==> src/dac_link_pkg.sv <==
// shared constants for the quad converter serial link: frame layout,
// register map, reset values and timing counts.
// assumes a 125 MHz core clock on both ends.
package dac_link_pkg;
  // frame layout: bit 15 read flag, bits 14:12 address, bits 11:0 data
  localparam int FRAME_BITS = 16;
  localparam int CMD_BITS = 4;
  localparam int DATA_W = 12;
  localparam int NCH = 4;
  localparam int CTRL_W = 7;
  localparam int CNT_W = 5;
  localparam int RD_FLAG_BIT = 15;
  localparam int ADDR_MSB = 14;
  localparam int ADDR_LSB = 12;
  localparam logic [2:0] ADDR_DAC_FIRST = 3'h1;
  localparam logic [2:0] ADDR_DAC_LAST = 3'h4;
  localparam logic [2:0] ADDR_CTRL = 3'h7;
  // control register fields and reset value (analog section powered down)
  localparam int CTRL_PWR_LSB = 2;
  localparam int CTRL_PWR_MSB = 5;
  localparam int CTRL_PD_MODE = 6;
  localparam logic [6:0] CTRL_RESET = 7'h40;
  localparam logic [11:0] ZERO_CODE = 12'h000;
  // timing
  localparam int CORE_PERIOD_NS = 8;
  localparam int SCLK_PERIOD_NS = 160;
  localparam int SYNC_HIGH_NS = 20;
  localparam int LOAD_LOW_NS = 20;
  localparam int CLEAR_LOW_NS = 15;

  // least time in ns to whole core cycles, never below two (the far end
  // samples through two flops and must see every level)
  function automatic int min_cycles(input int ns);
    int c;
    c = (ns + CORE_PERIOD_NS - 1) / CORE_PERIOD_NS;
    return (c < 2) ? 2 : c;
  endfunction

  localparam int SCLK_HALF_CYC = SCLK_PERIOD_NS / 2 / CORE_PERIOD_NS;
  localparam int SYNC_HIGH_CYC = min_cycles(SYNC_HIGH_NS);
  localparam int LOAD_LOW_CYC = min_cycles(LOAD_LOW_NS);
  localparam int CLEAR_LOW_CYC = min_cycles(CLEAR_LOW_NS);
  localparam int TMR_W = 4;
endpackage

==> src/dac_link_if.sv <==
// pins between the serial host and the converter's digital front end.
// all lines are point to point, one driver each; no tri-state.
`timescale 1ns/1ps
interface dac_link_if;
  logic sclk;
  logic sync_n;
  logic sdi;
  logic sdo;
  logic load_strobe_n;
  logic async_clear_in_n;
  logic alarm_n;

  modport device (
    input sclk, sync_n, sdi, load_strobe_n, async_clear_in_n,
    output sdo, alarm_n
  );
  modport host (
    output sclk, sync_n, sdi, load_strobe_n, async_clear_in_n,
    input sdo, alarm_n
  );
endinterface

==> src/dac_device_end.sv <==
// converter digital front end: frame shifter, input and converter
// registers, control register, readback, load strobe, clear and alarm.
// assumes every link pin is asynchronous to core_clk_i; the serial clock
// must stay well below a quarter of the core clock rate.
`timescale 1ns/1ps
module dac_device_end
(
  input wire logic core_clk_i, // 125 MHz core clock
  input wire logic rst_i, // synchronous reset, active high
  dac_link_if.device link, // serial link pins
  input wire logic over_temp_i, // die sensor, high above threshold
  input wire logic range_sel_i, // range strap, low for wide span
  output logic [dac_link_pkg::NCH-1:0][dac_link_pkg::DATA_W-1:0] dac_code_o, // converter codes
  output logic [dac_link_pkg::NCH-1:0] chan_on_o, // channel powered up
  output logic pd_to_ground_o, // powered-down outputs tied to ground
  output logic range_wide_o, // wide output span selected
  output logic frame_done_o // pulse: a frame was taken
);
  import dac_link_pkg::*;

  // synchroniser bit positions
  localparam int P_SCLK = 0;
  localparam int P_SYNC = 1;
  localparam int P_SDI = 2;
  localparam int P_LOAD = 3;
  localparam int P_CLR = 4;
  localparam int P_HOT = 5;
  localparam int P_RSEL = 6;
  localparam int NP = 7;
  // idle levels: sync, load, clear and range strap high, the rest low, so
  // no false edge or span flash follows reset
  localparam logic [NP-1:0] PIN_IDLE = 7'h5A;

  typedef enum {F_IDLE, F_SHIFT, F_WAIT} frame_state_t;

  logic [NP-1:0] meta_reg;
  logic [NP-1:0] pin_reg;
  logic [NP-1:0] prev_reg;
  logic sclk_rise, sclk_fall, sync_fall, sync_rise, load_fall, clr_fall;
  logic clr_low, load_low, hot;
  frame_state_t fst_reg;
  logic [FRAME_BITS-1:0] shift_reg;
  logic [CNT_W-1:0] cnt_reg;
  logic [NCH-1:0][DATA_W-1:0] in_reg;
  logic [CTRL_W-1:0] ctrl_reg;
  logic [DATA_W-1:0] rd_reg;
  logic commit;
  logic is_read;
  logic [2:0] addr;
  logic [DATA_W-1:0] rd_word;

  // map a frame address to a readback word
  function automatic logic [DATA_W-1:0] read_word(input logic [2:0] a,
    input logic [NCH-1:0][DATA_W-1:0] codes, input logic [CTRL_W-1:0] c);
    logic [DATA_W-1:0] w;
    w = ZERO_CODE;
    if (a == ADDR_CTRL)
      w = {{(DATA_W-CTRL_W){1'b0}}, c};
    else if (a >= ADDR_DAC_FIRST && a <= ADDR_DAC_LAST)
      w = codes[2'(a - ADDR_DAC_FIRST)];
    return w;
  endfunction

  // two flops on every pin plus a third for edges; the first stage feeds no logic
  always_ff @(posedge core_clk_i)
  begin
    if (rst_i)
    begin
      meta_reg <= PIN_IDLE;
      pin_reg <= PIN_IDLE;
      prev_reg <= PIN_IDLE;
    end
    else
    begin
      meta_reg <= {range_sel_i, over_temp_i, link.async_clear_in_n,
        link.load_strobe_n, link.sdi, link.sync_n, link.sclk};
      pin_reg <= meta_reg;
      prev_reg <= pin_reg;
    end
  end

  // edge and level decode of the synchronised pins
  assign sclk_rise = pin_reg[P_SCLK] & ~prev_reg[P_SCLK];
  assign sclk_fall = ~pin_reg[P_SCLK] & prev_reg[P_SCLK];
  assign sync_fall = ~pin_reg[P_SYNC] & prev_reg[P_SYNC];
  assign sync_rise = pin_reg[P_SYNC] & ~prev_reg[P_SYNC];
  assign load_fall = ~pin_reg[P_LOAD] & prev_reg[P_LOAD];
  assign clr_fall = ~pin_reg[P_CLR] & prev_reg[P_CLR];
  assign clr_low = ~pin_reg[P_CLR];
  assign load_low = ~pin_reg[P_LOAD];
  assign hot = pin_reg[P_HOT];

  // frame complete: sixteenth falling sclk with frame-sync still low
  assign commit = (fst_reg == F_SHIFT) && sclk_fall && !sync_rise
    && cnt_reg == CNT_W'(FRAME_BITS);
  assign is_read = shift_reg[RD_FLAG_BIT];
  assign addr = shift_reg[ADDR_MSB:ADDR_LSB];
  // readback word chosen as the fourth command bit arrives
  assign rd_word = read_word({shift_reg[1:0], pin_reg[P_SDI]}, dac_code_o, ctrl_reg);

  // frame sequencer; an early frame-sync rise drops the partial word
  always_ff @(posedge core_clk_i)
  begin
    if (rst_i)
    begin
      fst_reg <= F_IDLE;
      cnt_reg <= '0;
    end
    else
    begin
      case (fst_reg)
        F_IDLE:
        begin
          if (sync_fall)
          begin
            fst_reg <= F_SHIFT;
            cnt_reg <= '0;
          end
        end
        F_SHIFT:
        begin
          if (sync_rise)
            fst_reg <= F_IDLE;
          else if (commit)
            fst_reg <= F_WAIT;
          else if (sclk_rise && cnt_reg != CNT_W'(FRAME_BITS))
            cnt_reg <= cnt_reg + CNT_W'(1);
        end
        F_WAIT:
        begin
          // extra clocks after the word are ignored until frame-sync rises
          if (sync_rise)
            fst_reg <= F_IDLE;
        end
        default: fst_reg <= F_IDLE;
      endcase
    end
  end

  // sixteen-bit shifter, msb first, sampled on rising sclk
  always_ff @(posedge core_clk_i)
  begin
    if (rst_i)
      shift_reg <= '0;
    else if (fst_reg == F_SHIFT && sclk_rise && cnt_reg != CNT_W'(FRAME_BITS))
      shift_reg <= {shift_reg[FRAME_BITS-2:0], pin_reg[P_SDI]};
  end

  // input registers: written by a completed write frame, zeroed by clear
  always_ff @(posedge core_clk_i)
  begin
    if (rst_i)
      in_reg <= {NCH{ZERO_CODE}};
    else if (clr_fall)
      in_reg <= {NCH{ZERO_CODE}};
    else if (commit && !is_read && addr >= ADDR_DAC_FIRST && addr <= ADDR_DAC_LAST)
      in_reg[2'(addr - ADDR_DAC_FIRST)] <= shift_reg[DATA_W-1:0];
  end

  // converter registers: loaded on a strobe edge, or at frame end while
  // the strobe is held low; clear always wins
  always_ff @(posedge core_clk_i)
  begin
    if (rst_i)
      dac_code_o <= {NCH{ZERO_CODE}};
    else if (clr_fall)
      dac_code_o <= {NCH{ZERO_CODE}};
    else if (load_fall && !clr_low)
      dac_code_o <= in_reg;
    else if (load_low && !clr_low && commit && !is_read
      && addr >= ADDR_DAC_FIRST && addr <= ADDR_DAC_LAST)
      dac_code_o[2'(addr - ADDR_DAC_FIRST)] <= shift_reg[DATA_W-1:0];
  end

  // control register; over-temperature drops all power bits and they
  // stay down until a control write sets them again
  always_ff @(posedge core_clk_i)
  begin
    if (rst_i)
      ctrl_reg <= CTRL_RESET;
    else if (hot)
      ctrl_reg[CTRL_PWR_MSB:CTRL_PWR_LSB] <= '0;
    else if (commit && !is_read && addr == ADDR_CTRL)
      ctrl_reg <= shift_reg[CTRL_W-1:0];
  end

  // readback: once the command nibble is in, the word leaves msb first,
  // one bit per rising sclk, so the host can sample on the falling edge
  always_ff @(posedge core_clk_i)
  begin
    if (rst_i)
    begin
      rd_reg <= ZERO_CODE;
      link.sdo <= 1'b0;
    end
    else if (fst_reg == F_SHIFT && sclk_rise && cnt_reg == CNT_W'(CMD_BITS - 1)
      && shift_reg[CMD_BITS-2])
    begin
      // shift_reg holds three command bits; the fourth arrives now
      rd_reg <= rd_word;
      link.sdo <= rd_word[DATA_W-1];
    end
    else if (fst_reg == F_SHIFT && sclk_rise && cnt_reg >= CNT_W'(CMD_BITS)
      && cnt_reg < CNT_W'(FRAME_BITS - 1))
    begin
      rd_reg <= {rd_reg[DATA_W-2:0], 1'b0};
      link.sdo <= rd_reg[DATA_W-2];
    end
    else if (fst_reg == F_IDLE)
      link.sdo <= 1'b0;
  end

  // status outputs, all registered
  always_ff @(posedge core_clk_i)
  begin
    if (rst_i)
    begin
      link.alarm_n <= 1'b1;
      // status mirrors the control reset value while reset is held
      chan_on_o <= CTRL_RESET[CTRL_PWR_MSB:CTRL_PWR_LSB];
      pd_to_ground_o <= CTRL_RESET[CTRL_PD_MODE];
      range_wide_o <= 1'b0;
      frame_done_o <= 1'b0;
    end
    else
    begin
      link.alarm_n <= ~hot;
      chan_on_o <= ctrl_reg[CTRL_PWR_MSB:CTRL_PWR_LSB];
      pd_to_ground_o <= ctrl_reg[CTRL_PD_MODE];
      range_wide_o <= ~pin_reg[P_RSEL];
      frame_done_o <= commit;
    end
  end
endmodule

==> src/flat_wrapper.sv <==
// flat-port wrapper written by rule: the top's interface ports become plain ports
module dac_device_end_flat import dac_link_pkg::*;
  (core_clk_i, rst_i, over_temp_i, range_sel_i, dac_code_o, chan_on_o, pd_to_ground_o, range_wide_o, frame_done_o, link_sclk, link_sync_n, link_sdi, link_load_strobe_n, link_async_clear_in_n, link_sdo, link_alarm_n);
  dac_link_if link_i ();
  input wire logic core_clk_i;
  input wire logic rst_i;
  input wire logic over_temp_i;
  input wire logic range_sel_i;
  output logic [dac_link_pkg::NCH-1:0][dac_link_pkg::DATA_W-1:0] dac_code_o;
  output logic [dac_link_pkg::NCH-1:0] chan_on_o;
  output logic pd_to_ground_o;
  output logic range_wide_o;
  output logic frame_done_o;
  input wire logic [$bits(link_i.sclk)-1:0] link_sclk;
  input wire logic [$bits(link_i.sync_n)-1:0] link_sync_n;
  input wire logic [$bits(link_i.sdi)-1:0] link_sdi;
  input wire logic [$bits(link_i.load_strobe_n)-1:0] link_load_strobe_n;
  input wire logic [$bits(link_i.async_clear_in_n)-1:0] link_async_clear_in_n;
  output wire logic [$bits(link_i.sdo)-1:0] link_sdo;
  output wire logic [$bits(link_i.alarm_n)-1:0] link_alarm_n;
  assign link_i.sclk = link_sclk;
  assign link_i.sync_n = link_sync_n;
  assign link_i.sdi = link_sdi;
  assign link_i.load_strobe_n = link_load_strobe_n;
  assign link_i.async_clear_in_n = link_async_clear_in_n;
  assign link_sdo = link_i.sdo;
  assign link_alarm_n = link_i.alarm_n;
  dac_device_end u_core (.core_clk_i(core_clk_i), .rst_i(rst_i), .link(link_i), .over_temp_i(over_temp_i), .range_sel_i(range_sel_i), .dac_code_o(dac_code_o), .chan_on_o(chan_on_o), .pd_to_ground_o(pd_to_ground_o), .range_wide_o(range_wide_o), .frame_done_o(frame_done_o));
endmodule
==> config.mk <==
export PLATFORM = sky130hd
export DESIGN_NAME = dac_device_end_flat
export DESIGN_NICKNAME = d
export VERILOG_FILES = /design/src/dac_link_pkg.sv /design/src/dac_link_if.sv /design/src/dac_device_end.sv /design/src/flat_wrapper.sv
export SDC_FILE = /design/constraint.sdc
export NUM_CORES = 1
export LEC_CHECK = 0
export ABC_AREA = 1
export BUFFER_PORTS_ARGS = -buffer_cell sky130_fd_sc_hd__buf_2
export CAP_MARGIN = 20
export CORE_MARGIN = 2
export CORE_UTILIZATION = 45
export DETAILED_ROUTE_END_ITERATION = 6
export HOLD_SLACK_MARGIN = 0.08
export PLACE_DENSITY_LB_ADDON = 0.25
export SLEW_MARGIN = 20
export SYNTH_ARGS = -nofsm -noshare
export SYNTH_HDL_FRONTEND = slang
export SYNTH_SLANG_ARGS = --single-unit
==> constraint.sdc <==
create_clock -name core_clk_i -period 2.7 [get_ports core_clk_i]
set_clock_uncertainty 0.1 [all_clocks]
set_input_delay 0.135 -clock core_clk_i [delete_from_list [all_inputs] [get_ports core_clk_i]]
set_output_delay 0.135 -clock core_clk_i [all_outputs]
set_load 0.005 [all_outputs]
=== Word level (Yosys, flattened, before mapping) ===
Index checks and enable logic that the tools add are counted.

* Add/sub/neg operators: 3
* Order comparisons: 9
* Eq/ne operators: 14
* Mux-type cells: 25
* Bitwise operators: 14
* Reduce and logical (&&, ||, !) cells: 35

{| class="wikitable"
|+ Operators by type and width
! operator !! count
|-
| $mux 32 || 4
|-
| $bwmux 48 || 2
|-
| $mux 48 || 2
|-
| $pmux 32 s3 || 1
|-
| $eq 32x2->1 const B || 2
|-
| $logic_not 32->1 || 2
|-
| $mux 12 || 4
|-
| $eq 32x1->1 const B || 1
|-
| $bmux 12 s2 || 1
|-
| $demux 12 s2 || 1
|-
| $logic_and 1x1->1 || 22
|-
| $mux 11 || 2
|-
| $mux 5 || 4
|-
| $pmux 5 s2 || 1
|-
| $not 1->1 || 8
|-
| $and 1x1->1 || 6
|-
| $eq 3x3->1 const B || 2
|-
| $ge 3x1->1 const B || 2
|-
| $le 3x3->1 const B || 2
|-
| $lt 2x3->1 const B || 2
|-
| $ne 2x1->1 const B || 3
|-
| $reduce_bool 2->1 || 3
|-
| $add 5x1->5 const B || 1
|-
| $eq 5x2->1 const B || 1
|-
| 15 further kinds || 21
|}

* Bits in registers: 195
* Input bits: 9
* Output and inout bits: 57
* Logic and storage cells: 123

=== Longest topological paths before layout ===
Gate-level depths: netlist of run 1.

* Word-level depth: 11
* Mapped depth: 13
* Depth with buffers taken out: 12

=== Worst setup path before layout of run 1 ===
Ideal clock, no wire load.

* Path kind: flip-flop to flip-flop
* From: register u_core.pin_reg[2]
* To: register u_core.rd_reg[2]
* Setup time: 0.117 ns
* Data arrival time: 1.880 ns
* Data required time: 2.483 ns
* Path slack: 0.603 ns
* Stages on the path, launching flop included: 12
* Path buffers: 3
* Clock period less this slack: 2.097 ns
* Cell sequence: dfxtp_1 clkbuf_1 inv_1 clkbuf_1 ha_1 inv_1 clkbuf_1 nand3_1 nand2_1 o21ai_0 nor2_1 nor2_1

* Word-level cells in the longest chain between the ends: 6
* Elaborated cells on any way between the ends: 10
* Classes of those cells: add/sub (1); order compare (2); eq/ne (1); mux (5); reduce/logical (1)

{| class="wikitable"
|+ Ends and longest elaborated chain
! what !! line !! RTL
|-
| start: declaration || dac_device_end.sv:37 || <nowiki>logic [NP-1:0] pin_reg;</nowiki>
|-
| start signal: assignment || dac_device_end.sv:77 || <nowiki>pin_reg <= meta_reg;</nowiki>
|-
| $sub 2x1->2 || dac_device_end.sv:60 || <nowiki>w = codes[2'(a - ADDR_DAC_FIRST)];</nowiki>
|-
| $bmux 12 s2 || dac_device_end.sv:60 ||
|-
| $mux 12 (implied by the code) || dac_device_end.sv:60 ||
|-
| $mux 12 || dac_device_end.sv:59 || <nowiki>else if (a >= ADDR_DAC_FIRST && a <= ADDR_DAC_LAST)</nowiki>
|-
| $mux 12 (*) || dac_device_end.sv:57 || <nowiki>if (a == ADDR_CTRL)</nowiki>
|-
| $mux 11 (*) || dac_device_end.sv:196 || <nowiki>else if (fst_reg == F_SHIFT && sclk_rise && cnt_reg == CNT_W'(CMD_BITS - 1)</nowiki>
|-
| end signal: assignment || dac_device_end.sv:200 || <nowiki>rd_reg <= rd_word;</nowiki>
|-
| end signal: assignment || dac_device_end.sv:206 || <nowiki>rd_reg <= {rd_reg[DATA_W-2:0], 1'b0};</nowiki>
|-
| end: declaration || dac_device_end.sv:46 || <nowiki>logic [DATA_W-1:0] rd_reg;</nowiki>
|}

Every way passes the cells marked *; elsewhere a longest branch is shown, timed or not. The select of a mux whose other input is x is not followed.
A chain may end at the register's enable or synchronous reset.

=== Worst setup path in the final report of run 1 ===
* From: register u_core.cnt_reg[0]
* To: register u_core.in_reg[3] in the netlist's numbering

* Word-level cells in the longest chain between the ends: 5

{| class="wikitable"
|+ Ends and longest elaborated chain
! what !! line !! RTL
|-
| start: declaration || dac_device_end.sv:43 || <nowiki>logic [CNT_W-1:0] cnt_reg;</nowiki>
|-
| start signal: assignment || dac_device_end.sv:127 || <nowiki>cnt_reg <= cnt_reg + CNT_W'(1);</nowiki>
|-
| $eq 5x5->1 || dac_device_end.sv:95 || <nowiki>&& cnt_reg == CNT_W'(FRAME_BITS);</nowiki>
|-
| $logic_and 1x1->1 || dac_device_end.sv:95 ||
|-
| $logic_and 1x1->1 (3 in series) || dac_device_end.sv:156 || <nowiki>else if (commit && !is_read && addr >= ADDR_DAC_FIRST && addr <= ADDR_DAC_LAST)</nowiki>
|-
| end signal: assignment || dac_device_end.sv:153 || <nowiki>in_reg <= {NCH{ZERO_CODE}};</nowiki>
|-
| end signal: assignment || dac_device_end.sv:155 || <nowiki>in_reg <= {NCH{ZERO_CODE}};</nowiki>
|-
| end signal: indexed assignment || dac_device_end.sv:157 || <nowiki>in_reg[2'(addr - ADDR_DAC_FIRST)] <= shift_reg[DATA_W-1:0];</nowiki>
|-
| end: declaration || dac_device_end.sv:44 || <nowiki>logic [NCH-1:0][DATA_W-1:0] in_reg;</nowiki>
|}

No other way between the ends.

==> results of run 1 <==
-- kinds of logic after synthesis --
logic type               Yosys count
adder cells (fa/ha/maj)            5
AO/OA/AOI/OAI                    300
XOR/XNOR                           2
AND/OR/NAND/NOR                  383
buffers and inverters            174
flip-flops                       164
-- per-layer routing --
metal / track usage [%] / share of wire (%) / wire length [um] / vias to the layer above
met2: 35.9 / 44 / 9010 / 207
met4: 8.39 / 2.1 / 420 / 0
li1: - / - / - / 3491
met1: 33.4 / 48 / 9750 / 3097
met3: 4.13 / 5.8 / 1170 / 31
met5: 0 / 0 / 0 / -
-- layout make-up --
cell class                      instances  area [um^2]
Inverter                              106          398
Multi-Input combinational cell        690         3350
Clock buffer                           22          454
Fill cell                            1544         7440
Timing Repair Buffer                   92          558
Sequential cell                       164         3280
Clock inverter                         10          131
Tap cell                              216          270
-- through the flow --
step,power [uW],cells,hold WS [ns],util [%],worst slack [ns]
3_5_place_dp,3010,1261,0.222,49.0,0.523
4_1_cts,5420,1300,0.0894,53.2,0.504
2_1_floorplan,2860,1028,0.139,-,0.603
3_3_place_gp,3010,1261,0.220,49.0,0.578
6_report,5400,1300,0.0872,53.2,0.476
5_1_grt,5590,1300,0.112,53.2,0.187
-- tightest hold or removal path: cells and delay by family --
kind / cells / cell delay, ns
buf+inv: 2 / 0.33
simple gates: 1 / 0.12
-- what timing repair did --
item / CTS / global route
hold buffers: 7 / 0
hold endpoints to repair: 7 / 0
setup buffers: 0 / 0
-- path summary, 6_finish.rpt --
| check | start | end | slack [ns] | cells after the start |
|---|---|---|---|---|
| min | rst_i | u_core.range_wide_o | 0.09 | 3 |
| max | u_core.cnt_reg[0] | u_core.in_reg[3] | 0.48 | 9 |
| max reg2reg | u_core.cnt_reg[0] | u_core.in_reg[3] | 0.48 | 9 |
| min reg2reg | u_core.pin_reg[6] | u_core.range_wide_o | 0.28 | 1 |
-- layout by cell type, fill, tap and decap left out, types with 2 or more instances in the layout --
cell type | synthesis | layout
o211ai_1 | 2 | 2
o22ai_1 | 6 | 6
dfxtp_1 | 164 | 164
or2_2 | 10 | 10
clkbuf_16 | 0 | 17
o21ai_0 | 158 | 158
nand3_2 | 5 | 5
ha_1 | 5 | 5
bufinv_16 | 0 | 3
a21oi_1 | 98 | 97
o21ai_1 | 34 | 34
nor3_1 | 2 | 2
nor2_4 | 3 | 4
inv_2 | 4 | 4
buf_2 | 12 | 65
inv_1 | 102 | 102
nand2_2 | 4 | 4
dlygate4sd3_1 | 0 | 7
nand3_1 | 46 | 46
nor2_1 | 134 | 134
nand4_1 | 44 | 44
nand2_1 | 132 | 132
clkinv_2 | 0 | 5
clkbuf_1 | 47 | 4
buf_4 | 3 | 19
-- where the power goes --
part / switching [uW] / internal, uW
clock network: 956 / 1470
logic: 298 / 152
registers: 48.8 / 2480
==> results.md, run 1 <==
* Layout cells sized above 1 at 13.4%
* Detailed-router iteration count before antenna repair at 5
* Required time of the critical path at 2.90 ns
* Detailed router's first-iteration violation count at 616
* Sequential area share after synthesis at 44.8%
* RSZ-0062 raised after global routing: false
* Hold Path Class: in -> reg
* Initial Utilization at 46.1%
* Die W at 132 um
* Period Utilization, post-route at 82.4%
* Worst setup SP type: flop
* Adder-cell area share of the yosys netlist at 0.855%
* Worst setup EP type: flop
* Pwr dens at 639 nW/um^2
* Synth Area in XOR/XNOR at 0.496%
* Row cnt at 46
* # DRC at 0
* Top post-synthesis cells by count: dfxtp_1 (164), o21ai_0 (158), nor2_1 (134)
* CTS clk-pin slew, worst paths at 0.06 ns
* Setup TNS at 0 ns
* Ant. Diodes at 0
* Relative slew margins at 34.8%
* CP max-delay cell: nand3_2
* Max_cap viols at 0
* Final number of max-transition violations at 0
* First-pass GRT wire length at 31900 um
* Yosys reg bits at 164
* Global route total overflow at 0
* Most common cell in the synthesized netlist: dfxtp_1
* DR WL/cell at 15.7 um
* Number of CTS-inserted buffers at 17
* Prevailing post-synth register cell: dfxtp_1
* CORE AREA at 15900 um^2
* Post-DP HPWL at 14300 um
* Die height at 132 um
* Leak pwr at 0.00334 uW
* Input/output buffers at 65
* Final net count at 1085
* Mux cell area share after synthesis at 0%
* Final min period at 2.22 ns
* Slew @ Worst Pin at 0.977 ns
* YS warnings at 0
* Mapped Cells at 1028
* Post-synthesis compound-gate area fraction at 20.8%
* Gr usage total at 23.5%
* Top delay family on crit path: simple AND/OR/NAND/NOR gates
* I/O pin count at 66
* Routed Antenna Nets at 0
* Mean Syn Cell Area at 7.12 um^2
* Vias at 6826
* Initial antenna violation count at 0
* Syn nets at 1042
* Worst path cell trace: inv_1 -> ha_1 -> nand2_1 -> inv_1 -> nand3_2 -> nor3_4 -> nand3_2 -> o21ai_0 -> a21oi_1
* CP Data Arrival Time at 2.43 ns
* Asr flop ratio synth at 0%
* Post-synth top area cell: dfxtp_1
* Clk sinks at 164
* CTS root buf: clkbuf_16
* CP Max Fanout at 24
* Number of endpoints failing setup at the final stage at 0
* Fmax at 450 MHz
* Final instance area at 8450 um^2
* Setup CP Type: reg -> reg
* DR vias/cell at 5.25
* Detailed Route WL at 20400 um
* EDFF count, synth at 0
* Synth top area cells: dfxtp_1 (45%), o21ai_0 (11%), nor2_1 (6.9%), nand2_1 (6.8%), a21oi_1 (6.7%)
* Max IR drop VDD at 415 uV
* CTS tree: yes
* Skew-Pair Late Insertion Delay at 0.43 ns
* Main combinational cell family by area after synthesis: simple AND/OR/NAND/NOR gates
* Die Area at 17300 um^2
* Largest net degree at the start of global routing at 97
* Outcome: finished, final reports clean
* Vias in the first global route at 5915
* Netlist cell types at 29
* CTS resizes at 0
* Post-Synth Simple-Gate Area at 23.4%
* CTS H-tree lvls at 4
* Fin. Hold Viols at 0
* Yosys top cell area share at 44.8%
* Post-synthesis instance area at 7320 um^2
* Max clock buf depth at 2
* Area Growth Syn to Fin at 15.4%
* Cell Area, Placed at 7790 um^2
* Gp weighted congestion at 0.882
* Buf/Inv on CP at 2
* Slowest stage delay, CP at 0.46 ns
Power figures use the tool's default switching activity.
==> run 2, diff against run 1 <==
ABC_AREA = 0   (was 1)
clock period = 2.04 ns   (was 2.7 ns; I/O delays follow)
==> run 2 against run 1 <==
Effect of this change: global-route usage grew 0.52 points; largest power group unchanged; register-to-register slack lost 0.43 ns; critical endpoint is now u_core.dac_code_o[39]; power grew 25%; highest routed layer unchanged; final area shrank 2.4%; critical path depth shrank 2; final cell count shrank 22%; critical path type unchanged; count of clock-buffer cells in the layout shrank 2.
==> results.md, run 2 <==
* Outcome: finished, final reports clean
* Max clock buf depth at 2 (unchanged)
* Post-DP HPWL at 12600 um (-12%)
* Yosys reg bits at 164 (unchanged)
* CTS tree: yes
* Final net count at 834 (-23%)
* Required time of the critical path at 2.28 ns (-0.62 ns)
* Vias at 5881 (-14%)
* YS warnings at 0 (unchanged)
* Top delay family on crit path: simple AND/OR/NAND/NOR gates
* Final instance area at 8240 um^2 (-2.4%)
* Number of endpoints failing setup at the final stage at 0 (unchanged)
* Launching point of the worst reg2reg path: u_core.cnt_reg[1]
* First-pass GRT wire length at 29800 um (-6.4%)
* Hold Crit Start: u_core.pin_reg[6]
* Register area at 3290 um^2 (+0.19%)
* Final WS setup at 0.0513 ns (-0.425 ns)
* Final-layout fill cell count at 1303 (-16%)
* I/O pin count at 66 (unchanged)
* Hold Path Class: reg -> reg
* Largest net degree at the start of global routing at 61 (-37%)
* Synth top area cells: dfxtp_1 (48%), nor2_1 (6.1%), mux4_2 (4.0%), o221a_2 (4.0%), nand3_1 (3.5%)
* Detailed-router iteration count before antenna repair at 7 (+2)
* Relative slew margins at 68.9% (+34 points)
* Setup Slack @ Placement at -0.0854 ns (-0.608 ns)
* Yosys top cell area share at 48.4% (+3.5 points)
* Slew @ Worst Pin at 0.466 ns (-0.511 ns)
* Routed Antenna Nets at 0 (unchanged)
* CTS clk-pin slew, worst paths at 0.06 ns (about the same)
* DR WL/cell at 19.0 um (+21%)
* Top post-synthesis cells by count: dfxtp_1 (164), nor2_1 (111), nand2_1 (58)
* Slowest stage delay, CP at 0.35 ns (-0.11 ns)
* Fin. Hold Viols at 0 (unchanged)
* Setup crit start: u_core.cnt_reg[1]
* Max IR drop VDD at 629 uV (+52%)
* Detailed Route WL at 19300 um (-5.1%)
* Final number of max-transition violations at 0 (unchanged)
* EDFF count, synth at 0 (unchanged)
* Most common cell in the synthesized netlist: dfxtp_1
* Most frequent cells in the layout: dfxtp_1 (159), nor2_1 (111), buf_2 (65)
* # DRC at 0 (unchanged)
* Initial antenna violation count at 0 (unchanged)
* Sequential area share after synthesis at 48.4% (+3.5 points)
* CP max-delay cell: dfxtp_2
* Asr flop ratio synth at 0% (unchanged)
* Period Utilization, post-route at 97.5% (+15 points)
* Netlist cell types at 57 (+97%)
* Detailed router's first-iteration violation count at 668 (+8.4%)
* Multi-input logic area at 3310 um^2 (-1.3%)
* Post-synthesis instance area at 6790 um^2 (-7.2%)
* Setup CP Type: reg -> reg
* Row cnt at 44 (-4.3%)
* Leak pwr at 0.00333 uW (-0.47%)
* Area Growth Syn to Fin at 21.4%
* Worst setup SP type: flop
* Layout cells sized above 1 at 26.8% (+13 points)
* Hold WS at 0.288 ns (+0.201 ns)
* Syn nets at 763 (-27%)
* Mean Syn Cell Area at 9.07 um^2 (+27%)
* Post-synth top area cell: dfxtp_1
* CTS H-tree lvls at 4 (unchanged)
* Fmax at 503 MHz (+12%)
* RSZ-0062 raised after global routing: true
* Pwr dens at 818 nW/um^2 (+28%)
* Skew-Pair Late Insertion Delay at 0.43 ns (about the same)
* Global route total overflow at 0 (unchanged)
* DR vias/cell at 5.79 (+10%)
* Ant. Diodes at 0 (unchanged)
* CP Data Arrival Time at 2.23 ns (-0.20 ns)
* Buf/Inv on CP at 1 (-1)
* Worst path cell trace: inv_2 -> ha_4 -> and4bb_4 -> and4b_2 -> a31o_4 -> and2_2 -> a211oi_1
* Gr usage total at 24.0% (+0.52 points)
* Final min period at 1.99 ns (-0.235 ns)
* Die W at 127 um (-3.6%)
* Mapped Cells at 749 (-27%)
* Number of CTS-inserted buffers at 17 (unchanged)
* Cell Area, Placed at 7410 um^2 (-4.9%)
* Input/output buffers at 65 (unchanged)
* Power Total at 6740 uW (+25%)
* Vias in the first global route at 5438 (-8.1%)
* Clk sinks at 164 (unchanged)
* Die height at 127 um (-3.6%)
* CORE AREA at 14600 um^2 (-7.8%)
* Gp weighted congestion at 0.844 (-4.3%)
* Die Area at 16100 um^2 (-7.0%)
* Prevailing post-synth register cell: dfxtp_1
* Commonest non-fill, non-tap cell in the layout: dfxtp_1
* Worst setup EP type: flop
* Initial Utilization at 46.4% (+0.28 points)
* CTS root buf: clkbuf_16
* Max_cap viols at 0 (unchanged)
* CP Max Fanout at 8 (-67%)
==> run 2: cell types whose count changed after synthesis, moves of 23 or more <==
cell | before | now
nand4_1 | 44 | 1
nor2b_1 | 0 | 24
nor2_1 | 134 | 111
a21oi_1 | 98 | 47
o221a_2 | 0 | 24
nand2_1 | 132 | 58
o21ai_0 | 158 | 39
inv_1 | 102 | 9
o21ai_1 | 34 | 2
==> run 2: what timing repair did <==
item                                   in CTS  in global routing
setup endpoints to repair                  18                 74
pin swaps                                   1                 13
endpoints found under the hold margin      18                  0
cloned                                      0                  2
hold buffers                                8                  0
setup buffers                               2                  5
gates resized for setup                     5                 21
==> run 2: cell families after synthesis <==
| family | share of synthesized area [%] |
|---|---|
| buf+inv | 4.86 |
| fa+ha+maj | 0.921 |
| xor+xnor | 0.387 |
| flops | 48.4 |
| simple gates | 22.0 |
| mux | 6.34 |
| compound gates | 17.1 |
==> run 2: final timing paths <==
path / endpoint / slack [ns] / cells past startpoint
setup / recovery: u_core.dac_code_o[39] / 0.05 / 7
hold / removal: u_core.range_wide_o / 0.29 / 1
setup reg to reg: u_core.dac_code_o[39] / 0.05 / 7
hold reg to reg: u_core.range_wide_o / 0.29 / 1
==> run 2: metal layers <==
layer / track usage [%] / up-vias / wire [um]
li1: - / 2801 / -
met1: 31.5 / 2826 / 8330
met2: 38.1 / 220 / 9130
met3: 5.69 / 34 / 1330
met4: 10.3 / 0 / 533
met5: 0 / - / 0
==> run 2: through the flow <==
step | util, % | setup TNS, ns | cells
finish | 56.3 | 0 | 1016
global route | 56.3 | -0.0550 | 1016
CTS | 55.4 | 0 | 1009
detailed placement | 50.6 | -0.620 | 968
global placement | 50.6 | 0 | 968
floorplan | - | 0 | 749
==> run 2: final cells by class <==
cell class,instances,share of cell area [%]
clock buffers,20,5.54
clock inverters,11,1.26
inverters,9,0.410
multi-input cells,510,40.1
flip-flops and latches,164,39.9
well taps,184,2.79
repair buffers,118,9.97
==> run 2: power breakdown <==
group / total, uW / internal (uW) / leakage, uW / switching (uW)
Clock: 3020 / 1740 / 0.000272 / 1280
Sequential: 3320 / 3260 / 0.00133 / 55.8
Combinational: 401 / 181 / 0.00172 / 220
Total: 6740 / 5180 / 0.00333 / 1560
